File: src/common/ctmw_defs.vh
// Purpose: constants for the transceiver mode and wake-up control block
// Assumes: 50 MHz clock, 20 ns period
// Notes:   times are in ns, cycle counts derived from them
`ifndef CTMW_DEFS_VH
`define CTMW_DEFS_VH

`define CTMW_CLK_PERIOD_NS     20
`define CTMW_DOM_TIMEOUT_NS    200000
`define CTMW_DOM_TIMEOUT_CYC   (`CTMW_DOM_TIMEOUT_NS / `CTMW_CLK_PERIOD_NS)
`define CTMW_PULSE_MIN_NS      500
`define CTMW_PULSE_MIN_CYC     ((`CTMW_PULSE_MIN_NS + `CTMW_CLK_PERIOD_NS - 1) / `CTMW_CLK_PERIOD_NS)
`define CTMW_PULSE_MAX_NS      500000
`define CTMW_PULSE_MAX_CYC     (`CTMW_PULSE_MAX_NS / `CTMW_CLK_PERIOD_NS)
`define CTMW_GAP_MAX_NS        500000
`define CTMW_GAP_MAX_CYC       (`CTMW_GAP_MAX_NS / `CTMW_CLK_PERIOD_NS)
`define CTMW_WINDOW_NS         1000000
`define CTMW_WINDOW_CYC        (`CTMW_WINDOW_NS / `CTMW_CLK_PERIOD_NS)
`define CTMW_WAKE_PULSES       3
`define CTMW_SLEW_RESET        2'h0
`define CTMW_TXF_BIT           2

// chip operating modes
`define CTMW_CHIP_RESET        3'h0
`define CTMW_CHIP_NORM_REQ     3'h1
`define CTMW_CHIP_NORMAL       3'h2
`define CTMW_CHIP_STANDBY      3'h3
`define CTMW_CHIP_SLEEP        3'h4
`define CTMW_CHIP_STOP         3'h5

`endif

File: src/rtl/ctmw_sync.v
// Purpose: two-flop synchroniser for a level from outside the clock domain
// Assumes: input is a slow level compared to the clock
// Notes:   first stage is read only by the second stage
`timescale 1ns/1ps
`default_nettype none
module ctmw_sync #(
    parameter RST_VAL = 1'b1
) (
    input  wire clk,
    input  wire rst_n,
    input  wire d_in,
    output wire q_out
);
    reg meta_ff;
    reg sync_ff;

    // reset value set so a recessive line does not look dominant at start
    always @(posedge clk or negedge rst_n) begin
        if (!rst_n) begin
            meta_ff <= RST_VAL;
            sync_ff <= RST_VAL;
        end else begin
            meta_ff <= d_in;
            sync_ff <= meta_ff;
        end
    end

    assign q_out = sync_ff;
endmodule
`default_nettype wire

File: src/rtl/ctmw_wake_det.v
// Purpose: pattern detector for bus wake-up
// Assumes: bus_dom is synchronised, high while the bus is dominant
// Notes:   counts are parameters so a simulation can shorten them
`timescale 1ns/1ps
`default_nettype none
`include "ctmw_defs.vh"
module ctmw_wake_det #(
    parameter PULSE_MIN = `CTMW_PULSE_MIN_CYC,
    parameter PULSE_MAX = `CTMW_PULSE_MAX_CYC,
    parameter GAP_MAX   = `CTMW_GAP_MAX_CYC,
    parameter WIN_MAX   = `CTMW_WINDOW_CYC
) (
    input  wire clk,
    input  wire rst_n,
    input  wire enable,
    input  wire bus_dom,
    output reg  wake_pulse_ff
);
    reg        dom_d_ff;
    reg [1:0]  npulse_ff;
    reg [15:0] width_ff;
    reg [15:0] gap_ff;
    reg [16:0] win_ff;
    reg        active_ff;

    wire rise = bus_dom & ~dom_d_ff;
    wire fall = ~bus_dom & dom_d_ff;
    wire good = (width_ff >= PULSE_MIN) && (width_ff < PULSE_MAX);

    // restart on any width, gap or window violation
    always @(posedge clk or negedge rst_n) begin
        if (!rst_n) begin
            dom_d_ff      <= 1'b0;
            npulse_ff     <= 2'h0;
            width_ff      <= 16'h0000;
            gap_ff        <= 16'h0000;
            win_ff        <= 17'h0_0000;
            active_ff     <= 1'b0;
            wake_pulse_ff <= 1'b0;
        end else begin
            dom_d_ff      <= bus_dom;
            wake_pulse_ff <= 1'b0;
            if (!enable) begin
                npulse_ff <= 2'h0;
                active_ff <= 1'b0;
                width_ff  <= 16'h0000;
            end else begin
                if (bus_dom && width_ff != 16'hffff)
                    width_ff <= rise ? 16'h0001 : width_ff + 16'h0001;
                if (active_ff && win_ff != 17'h1_ffff)
                    win_ff <= win_ff + 17'h0_0001;
                if (!bus_dom && gap_ff != 16'hffff)
                    gap_ff <= gap_ff + 16'h0001;
                if (active_ff && (win_ff >= WIN_MAX || (!bus_dom && gap_ff >= GAP_MAX))) begin
                    npulse_ff <= 2'h0;
                    active_ff <= 1'b0;
                end else if (fall) begin
                    gap_ff <= 16'h0000;
                    if (!good) begin
                        npulse_ff <= 2'h0;
                        active_ff <= 1'b0;
                    end else if (npulse_ff == `CTMW_WAKE_PULSES - 1) begin
                        wake_pulse_ff <= 1'b1;
                        npulse_ff     <= 2'h0;
                        active_ff     <= 1'b0;
                    end else begin
                        npulse_ff <= npulse_ff + 2'h1;
                        if (!active_ff) begin
                            active_ff <= 1'b1;
                            win_ff    <= width_ff + 17'h0_0000;
                        end
                    end
                end
            end
        end
    end
endmodule
`default_nettype wire

File: src/rtl/ctmw_can_ctrl.v
// How it works
// - transmit input pulled up to aux supply; receive low when aux supply off
// - aux supply on and normal mode: receive follows bus, low for dominant
// - four slew-rate settings 0..3 chosen by command, drive edge speed and delays
// - transmit dominant longer than 200 us switches bus driver off
// - unpowered, reset, ballast modes, sleep, stop: aux off, pins low, bus floats
// - chip and interface normal: idle bus recessive at the selected slew rate
// - interface asleep with aux supply on: pins read high, bus floats
// - low power: drivers and receiver off; wake receiver only if wake enabled at sleep entry
// - command back to normal restores recessive bus level
// - sleeping with wake disabled at sleep entry ignores bus and never wakes
// - wake in chip sleep switches main regulator on
// - wake in chip stop gives a pulse on interrupt output
// - wake in chip normal or standby sets the wake flag
// - wake flag holds until normal mode commanded and register read
// - wake needs three dominant pulses longer than 500 ns, shorter than 500 us
// - gaps under 500 us and all three pulses within 1 ms
// - after reset and normal-request: normal mode, slew rate 0
// - normal mode: high transmit recessive, low transmit dominant
// - driver re-enabled once transmit returns high after timeout
// - timeout sets latched fault bit, cleared after fault ends and register read
//
// Purpose: digital control of the bus interface: modes, slew, timeout, wake-up
// Assumes: 50 MHz clock; pins and bus receiver level come from outside the domain
// Notes:   analog levels are shown by enables, not modelled
`timescale 1ns/1ps
`default_nettype none
`include "ctmw_defs.vh"
module ctmw_can_ctrl #(
    parameter DOM_TIMEOUT = `CTMW_DOM_TIMEOUT_CYC,
    parameter PULSE_MIN   = `CTMW_PULSE_MIN_CYC,
    parameter PULSE_MAX   = `CTMW_PULSE_MAX_CYC,
    parameter GAP_MAX     = `CTMW_GAP_MAX_CYC,
    parameter WIN_MAX     = `CTMW_WINDOW_CYC
) (
    input  wire       clk,
    input  wire       rst_n,
    input  wire [2:0] chip_mode,
    input  wire       ballast_ext,
    input  wire       tx_pin,
    input  wire       bus_dom_rx,
    input  wire       bus_dom_wake,
    input  wire       cmd_valid,
    input  wire       cmd_sleep,
    input  wire [1:0] cmd_slew,
    input  wire       cmd_wake_en,
    input  wire       reg_read,
    output reg        rx_pin_ff,
    output reg        tx_pullup_en_ff,
    output reg        drv_dom_ff,
    output reg        bias_recessive_ff,
    output reg        rx_enable_ff,
    output reg        wake_rx_enable_ff,
    output reg [1:0]  slew_out_ff,
    output reg        can_sleep_ff,
    output reg        aux_supply_on_ff,
    output reg        main_regulator_on_ff,
    output reg        int_pulse_ff,
    output reg        can_wake_flag_ff,
    output reg        transmit_fault_bit_ff,
    output reg        drv_off_ff
);
    wire       tx_s;
    wire       rxd_s;
    wire       wkd_s;
    wire       wake_ev;
    reg  [1:0] slew_ff;
    reg        wake_en_ff;
    reg        sleep_ff;
    reg        wake_armed_ff;
    reg [17:0] dom_cnt_ff;
    reg  [2:0] mode_d_ff;
    reg        norm_cmd_seen_ff;
    reg        aux_on;
    reg        fault_now;
    reg        nxt_drv_off;

    ctmw_sync #(.RST_VAL(1'b1)) u_sync_tx (
        .clk   (clk),
        .rst_n (rst_n),
        .d_in  (tx_pin),
        .q_out (tx_s)
    );
    ctmw_sync #(.RST_VAL(1'b0)) u_sync_rx (
        .clk   (clk),
        .rst_n (rst_n),
        .d_in  (bus_dom_rx),
        .q_out (rxd_s)
    );
    ctmw_sync #(.RST_VAL(1'b0)) u_sync_wk (
        .clk   (clk),
        .rst_n (rst_n),
        .d_in  (bus_dom_wake),
        .q_out (wkd_s)
    );

    // wake detector only runs while armed in sleep
    ctmw_wake_det #(
        .PULSE_MIN (PULSE_MIN),
        .PULSE_MAX (PULSE_MAX),
        .GAP_MAX   (GAP_MAX),
        .WIN_MAX   (WIN_MAX)
    ) u_wake (
        .clk           (clk),
        .rst_n         (rst_n),
        .enable        (sleep_ff & wake_armed_ff),
        .bus_dom       (wkd_s),
        .wake_pulse_ff (wake_ev)
    );

    // aux supply is up in normal, and in standby only when tied to main
    always @* begin
        aux_on = 1'b0;
        case (chip_mode)
            `CTMW_CHIP_NORMAL:  aux_on = 1'b1;
            `CTMW_CHIP_STANDBY: aux_on = ~ballast_ext;
            default:            aux_on = 1'b0;
        endcase
    end

    // interface mode, slew and wake arming from commands
    always @(posedge clk or negedge rst_n) begin
        if (!rst_n) begin
            slew_ff       <= `CTMW_SLEW_RESET;
            sleep_ff      <= 1'b0;
            wake_en_ff    <= 1'b0;
            wake_armed_ff <= 1'b0;
            mode_d_ff     <= `CTMW_CHIP_RESET;
        end else begin
            mode_d_ff <= chip_mode;
            if (chip_mode == `CTMW_CHIP_NORM_REQ && mode_d_ff != `CTMW_CHIP_NORM_REQ) begin
                slew_ff  <= `CTMW_SLEW_RESET;
                sleep_ff <= 1'b0;
            end else if (chip_mode == `CTMW_CHIP_SLEEP || chip_mode == `CTMW_CHIP_STOP) begin
                if (!sleep_ff)
                    wake_armed_ff <= wake_en_ff;
                sleep_ff <= 1'b1;
            end else if (cmd_valid) begin
                slew_ff    <= cmd_slew;
                wake_en_ff <= cmd_wake_en;
                if (cmd_sleep && !sleep_ff)
                    wake_armed_ff <= wake_en_ff;
                sleep_ff <= cmd_sleep;
            end
        end
    end

    // dominant timeout counter; releases when transmit goes high again
    always @(posedge clk or negedge rst_n) begin
        if (!rst_n) begin
            dom_cnt_ff <= 18'h0_0000;
            drv_off_ff <= 1'b0;
        end else if (tx_s || sleep_ff || !aux_on) begin
            dom_cnt_ff <= 18'h0_0000;
            drv_off_ff <= 1'b0;
        end else if (dom_cnt_ff >= DOM_TIMEOUT[17:0] - 18'h0_0001) begin
            drv_off_ff <= 1'b1;
        end else begin
            dom_cnt_ff <= dom_cnt_ff + 18'h0_0001;
        end
    end

    // fault condition present this cycle (timeout reached or still held)
    // next shut-off state lets the driver drop in the very cycle the timeout trips
    always @* begin
        fault_now   = drv_off_ff;
        nxt_drv_off = drv_off_ff;
        if (tx_s || sleep_ff || !aux_on)
            nxt_drv_off = 1'b0;
        else if (dom_cnt_ff >= DOM_TIMEOUT[17:0] - 18'h0_0001)
            nxt_drv_off = 1'b1;
    end

    // latched flags: a set in the same cycle as a clearing read wins
    always @(posedge clk or negedge rst_n) begin
        if (!rst_n) begin
            transmit_fault_bit_ff <= 1'b0;
            can_wake_flag_ff      <= 1'b0;
            norm_cmd_seen_ff      <= 1'b0;
        end else begin
            if (fault_now)
                transmit_fault_bit_ff <= 1'b1;
            else if (reg_read)
                transmit_fault_bit_ff <= 1'b0;
            if (wake_ev) begin
                can_wake_flag_ff <= 1'b1;
                norm_cmd_seen_ff <= 1'b0;
            end else if (can_wake_flag_ff) begin
                if (!sleep_ff && reg_read && norm_cmd_seen_ff) begin
                    can_wake_flag_ff <= 1'b0;
                    norm_cmd_seen_ff <= 1'b0;
                end else if (!sleep_ff) begin
                    norm_cmd_seen_ff <= 1'b1;
                end
            end
        end
    end

    // pin and driver outputs against chip and interface modes
    always @(posedge clk or negedge rst_n) begin
        if (!rst_n) begin
            rx_pin_ff            <= 1'b0;
            tx_pullup_en_ff      <= 1'b0;
            drv_dom_ff           <= 1'b0;
            bias_recessive_ff    <= 1'b0;
            rx_enable_ff         <= 1'b0;
            wake_rx_enable_ff    <= 1'b0;
            slew_out_ff          <= `CTMW_SLEW_RESET;
            can_sleep_ff         <= 1'b0;
            aux_supply_on_ff     <= 1'b0;
            main_regulator_on_ff <= 1'b0;
            int_pulse_ff         <= 1'b0;
        end else begin
            aux_supply_on_ff  <= aux_on;
            tx_pullup_en_ff   <= aux_on;
            slew_out_ff       <= slew_ff;
            can_sleep_ff      <= sleep_ff;
            wake_rx_enable_ff <= sleep_ff & wake_armed_ff;
            int_pulse_ff      <= wake_ev && chip_mode == `CTMW_CHIP_STOP;
            main_regulator_on_ff <= chip_mode != `CTMW_CHIP_SLEEP
                                    || (wake_ev && chip_mode == `CTMW_CHIP_SLEEP);
            if (!aux_on) begin
                rx_pin_ff         <= 1'b0;
                drv_dom_ff        <= 1'b0;
                bias_recessive_ff <= 1'b0;
                rx_enable_ff      <= 1'b0;
            end else if (sleep_ff) begin
                rx_pin_ff         <= 1'b1;
                drv_dom_ff        <= 1'b0;
                bias_recessive_ff <= 1'b0;
                rx_enable_ff      <= 1'b0;
            end else begin
                rx_pin_ff         <= ~rxd_s;
                drv_dom_ff        <= ~tx_s & ~nxt_drv_off;
                bias_recessive_ff <= 1'b1;
                rx_enable_ff      <= 1'b1;
            end
        end
    end
endmodule
`default_nettype wire

File: config.mk
export PLATFORM = sky130hd
export DESIGN_NAME = ctmw_can_ctrl
export DESIGN_NICKNAME = d
export VERILOG_FILES = /design/src/rtl/ctmw_sync.v /design/src/rtl/ctmw_wake_det.v /design/src/rtl/ctmw_can_ctrl.v
export VERILOG_INCLUDE_DIRS = /design/src /design/src/common
export SDC_FILE = /design/constraint.sdc
export NUM_CORES = 1
export LEC_CHECK = 0
export BUFFER_PORTS_ARGS = -buffer_cell sky130_fd_sc_hd__buf_2
export CELL_PAD_IN_SITES_DETAIL_PLACEMENT = 1
export CELL_PAD_IN_SITES_GLOBAL_PLACEMENT = 1
export CORE_MARGIN = 1.5
export CORE_UTILIZATION = 30
export DETAILED_ROUTE_END_ITERATION = 16
export PLACE_DENSITY = 0.64
export REMOVE_ABC_BUFFERS = 1
export SLEW_MARGIN = 20
export SYNTH_ARGS = -nofsm -noshare
export SYNTH_HDL_FRONTEND = slang
export SYNTH_SLANG_ARGS = --single-unit
File: constraint.sdc
create_clock -name clk -period 3 [get_ports clk]
set_input_delay 0.3 -clock clk [delete_from_list [all_inputs] [get_ports clk]]
set_output_delay 0.3 -clock clk [all_outputs]
set_load 0.1 [all_outputs]
==> reports/results.txt <==
Worst-Skew Late Latency - 360 ps
Io pins - 30
Worst path arrival time - 2870 ps
Netlist cell types - 63
Core Footprint - 0.0166 mm2
Reg power frac - 48.8%
CP max stage cell - dfrtp_1
DR WL/cell - 16.0 um
Synth Flop Type - dfrtp_1
Synth area leaders - dfrtp_1, nor2_1, nand3_1
Max Cap Violations - 0
H-tree depth - 3
Syn. warnings - 0
Critical path origin - u_wake.win_ff[8]
Clock sink total - 100
Pleak - 2.52 nW
Routability cong. - 0.777
Psw - 0.872 mW
Slew margin rel. - 51.8%
Vias per cell - 5.23
GRT Util Overall - 15.1%
Fraction of the cycle the final worst path needs - 87.8%
Most frequent cells after synthesis - dfrtp_1, nor2_1, nand2_1, nand3_1, o21ai_0
# DRC - 0
First-pass GRT wire length - 21.7 mm
DP HPWL - 8.96 mm
Switching share of power - 29.7%
Cts repair resizes - 0
Die W - 133 um
CP Max Fanout - 7
Largest net degree at the start of global routing - 60
Initial Utilization - 30.8%
Min-delay worst type - input pin to asynchronous set/reset pin
Yosys reg bits - 100
Die area - 0.0178 mm2
Critical path, cell by cell - and3_1 -> and3_1 -> nand3_1 -> nor3_1 -> ha_1 -> nor2b_1 -> inv_1 -> nor2_1 -> nand2_1 -> o32ai_2 -> a2bb2oi_2
Core Util, Final - 35.0%
Fillers - 1,959
Post-Synthesis Cells - 542
Initial antenna violation count - 0
Total setup buffers inserted after CTS - 0
Final hold violation count - 0
Antenna Cells - 0
Setup violations, final - 0
CP endpoint kind - flip-flop
Async SR Flop Fraction - 100%
Clk Tree Root Cell - clkbuf_16
CP peak stage delay - 460 ps
CTS buffer count - 9
Routed via count - 4,166
TritonCTS clock tree - done
Final net count - 595
Max VDD drop - 306 uV
Mapped Avg Cell Area - 9.42 um2
Synth Cell Area - 0.00510 mm2
Kind of critical path - flip-flop to flip-flop
DR iter-0 viols - 177
Setup crit start kind - flip-flop
Pint - 2.07 mW
Power Total - 2.94 mW
Outcome - completed
Area share of the largest cell type after synthesis - 48.0%
Reg-to-Reg Start - u_wake.win_ff[8]
Port buffer count - 29
Most frequent CP cell - and3_1
Area grow syn2layout - 13.6%
CTS Hold Buffers Added - 0
Maximum root-to-sink buffer count - 2
1st-pass router iterations - 4
Combinational Power Share - 13.2%
Num rows - 47
CTS clk-pin slew, worst paths - 80 ps
Skew final - 11.2 ps
Final Slew Violations - 0
Fin crit period - 2630 ps
PD cells - 507 mW/mm2
CP top delay family - simple AND/OR/NAND/NOR gates
Buffers and inverters on the worst path - 1
Slew @ Worst Pin - 723 ps
Most frequent cell after synthesis - dfrtp_1
Share of cells above drive strength 1 - 13.5%
Area leader, netlist - dfrtp_1
Setup TNS - 0 ps
Post-DRT Antenna Nets - 0
DRT Wirelength - 12.8 mm
Max Clock Freq - 380 MHz
Sequential area share after synthesis - 49.1%
Vias in the first global route - 4,319
Post-synth EDFFs - 0
Flop2flop setup slack - 370 ps
DIE HEIGHT - 133 um
WP data required - 3240 ps
Total gr overflow - 0
Clk pwr share - 38.0%
RSZ-0062 raised after global routing - false
-- cell families (layout without fill, tap and decap cells) --
| group | after synthesis | count (layout) | synth area share, % |
|---|---|---|---|
| xor gates and xnor gates | 26 | 26 | 4.46 |
| and+or+nand+nor | 240 | 240 | 23.6 |
| muxes | 2 | 2 | 0.441 |
| DFF | 100 | 100 | 49.1 |
| buffers and inverters | 45 | 79 | 3.87 |
| adders and majority gates | 9 | 9 | 2.21 |
| AOI/OAI and AO/OA | 120 | 120 | 16.3 |
-- flip-flops by register name, summed over array words and instances (netlist names), 2 cells and up --
name and cells:
dom_cnt_ff 18, u_wake.win_ff 17, u_wake.gap_ff 16, u_wake.width_ff 16, mode_d_ff 3, slew_ff 2
slew_out_ff 2, u_wake.npulse_ff 2
-- cell type report --
class / count / area, um2 / share of cell area (%)
clock buffer: 9 / 225 / 3.88
clock inverter: 7 / 58.8 / 1.01
inverter: 22 / 82.6 / 1.42
multi-input combinational: 397 / 2400 / 41.4
sequential: 100 / 2500 / 43.2
tap: 220 / 275 / 4.75
timing repair buffer: 41 / 250 / 4.31
-- layout by cell type (no fill, tap or decap), types with 3 or more instances in the layout --
master / count
nand3_1: 37
or3_1: 3
nor2b_1: 6
nor4_1: 9
a21oi_1: 21
and3_1: 17
a31oi_1: 8
a22oi_1: 7
inv_1: 22
a2bb2oi_2: 5
o21ai_0: 32
a21oi_2: 5
and2_1: 7
a22o_1: 3
dfrtp_1: 98
ha_1: 9
nand4_1: 14
o211ai_1: 4
o21ai_1: 5
nand2_1: 45
o31ai_1: 6
xor2_1: 12
o21a_1: 4
nor2_1: 69
nor3_1: 13
buf_2: 28
or4_1: 3
nand2b_1: 3
xnor2_1: 14
buf_4: 12
clkbuf_16: 9
-- per-stage QoR --
| stage | setup WS, ps | cell area, um2 | hold slack, ps | instances |
|---|---|---|---|---|
| 5_1_grt | 125 | 5800 | 40.1 | 796 |
| 6_report | 365 | 5800 | 7.39 | 796 |
| 3_5_place_dp | 422 | 5520 | 337 | 780 |
| 3_3_place_gp | 532 | 5520 | 340 | 780 |
| 2_1_floorplan | 562 | 4990 | 4.41 | 519 |
| 4_1_cts | 416 | 5800 | 26.9 | 796 |
-- path summary, 6_finish.rpt --
path	end	cells after the start
min in group clk	u_sync_wk.meta_ff	1
setup / recovery	u_wake.win_ff[11]	11
hold reg to reg	u_sync_wk.q_out	0
hold / removal	slew_ff[1]	1
max in group asynchronous	u_wake.gap_ff[10]	2
setup reg to reg	u_wake.win_ff[11]	11
-- per-layer routing --
layer	vias up	share of wire (%)	GRT usage, %
met4	0	1.5	6.04
met3	15	3.2	2.47
met5	-	0	0
met2	69	47	24.3
met1	2097	49	20.5
li1	1985	-	-
-- worst reg2reg max path: stages, from the launching register on --
cell	delay (ps)
dfrtp_1	460
and3_1	240
and3_1	250
nand3_1	140
nor3_1	70
ha_1	200
nor2b_1	250
inv_1	120
nor2_1	320
nand2_1	140
o32ai_2	250
a2bb2oi_2	90
-- power groups by stage --
stage	Sequential (mW)	Clock, mW	Combinational, mW
final	1.44	1.12	0.387
after global routing	1.44	1.21	0.424
after CTS	1.44	1.17	0.393
after detailed placement	1.46	0	0.392
after global placement	1.46	0	0.383
after floorplan	1.54	0	0.161
(Power assumes the default switching activity.)
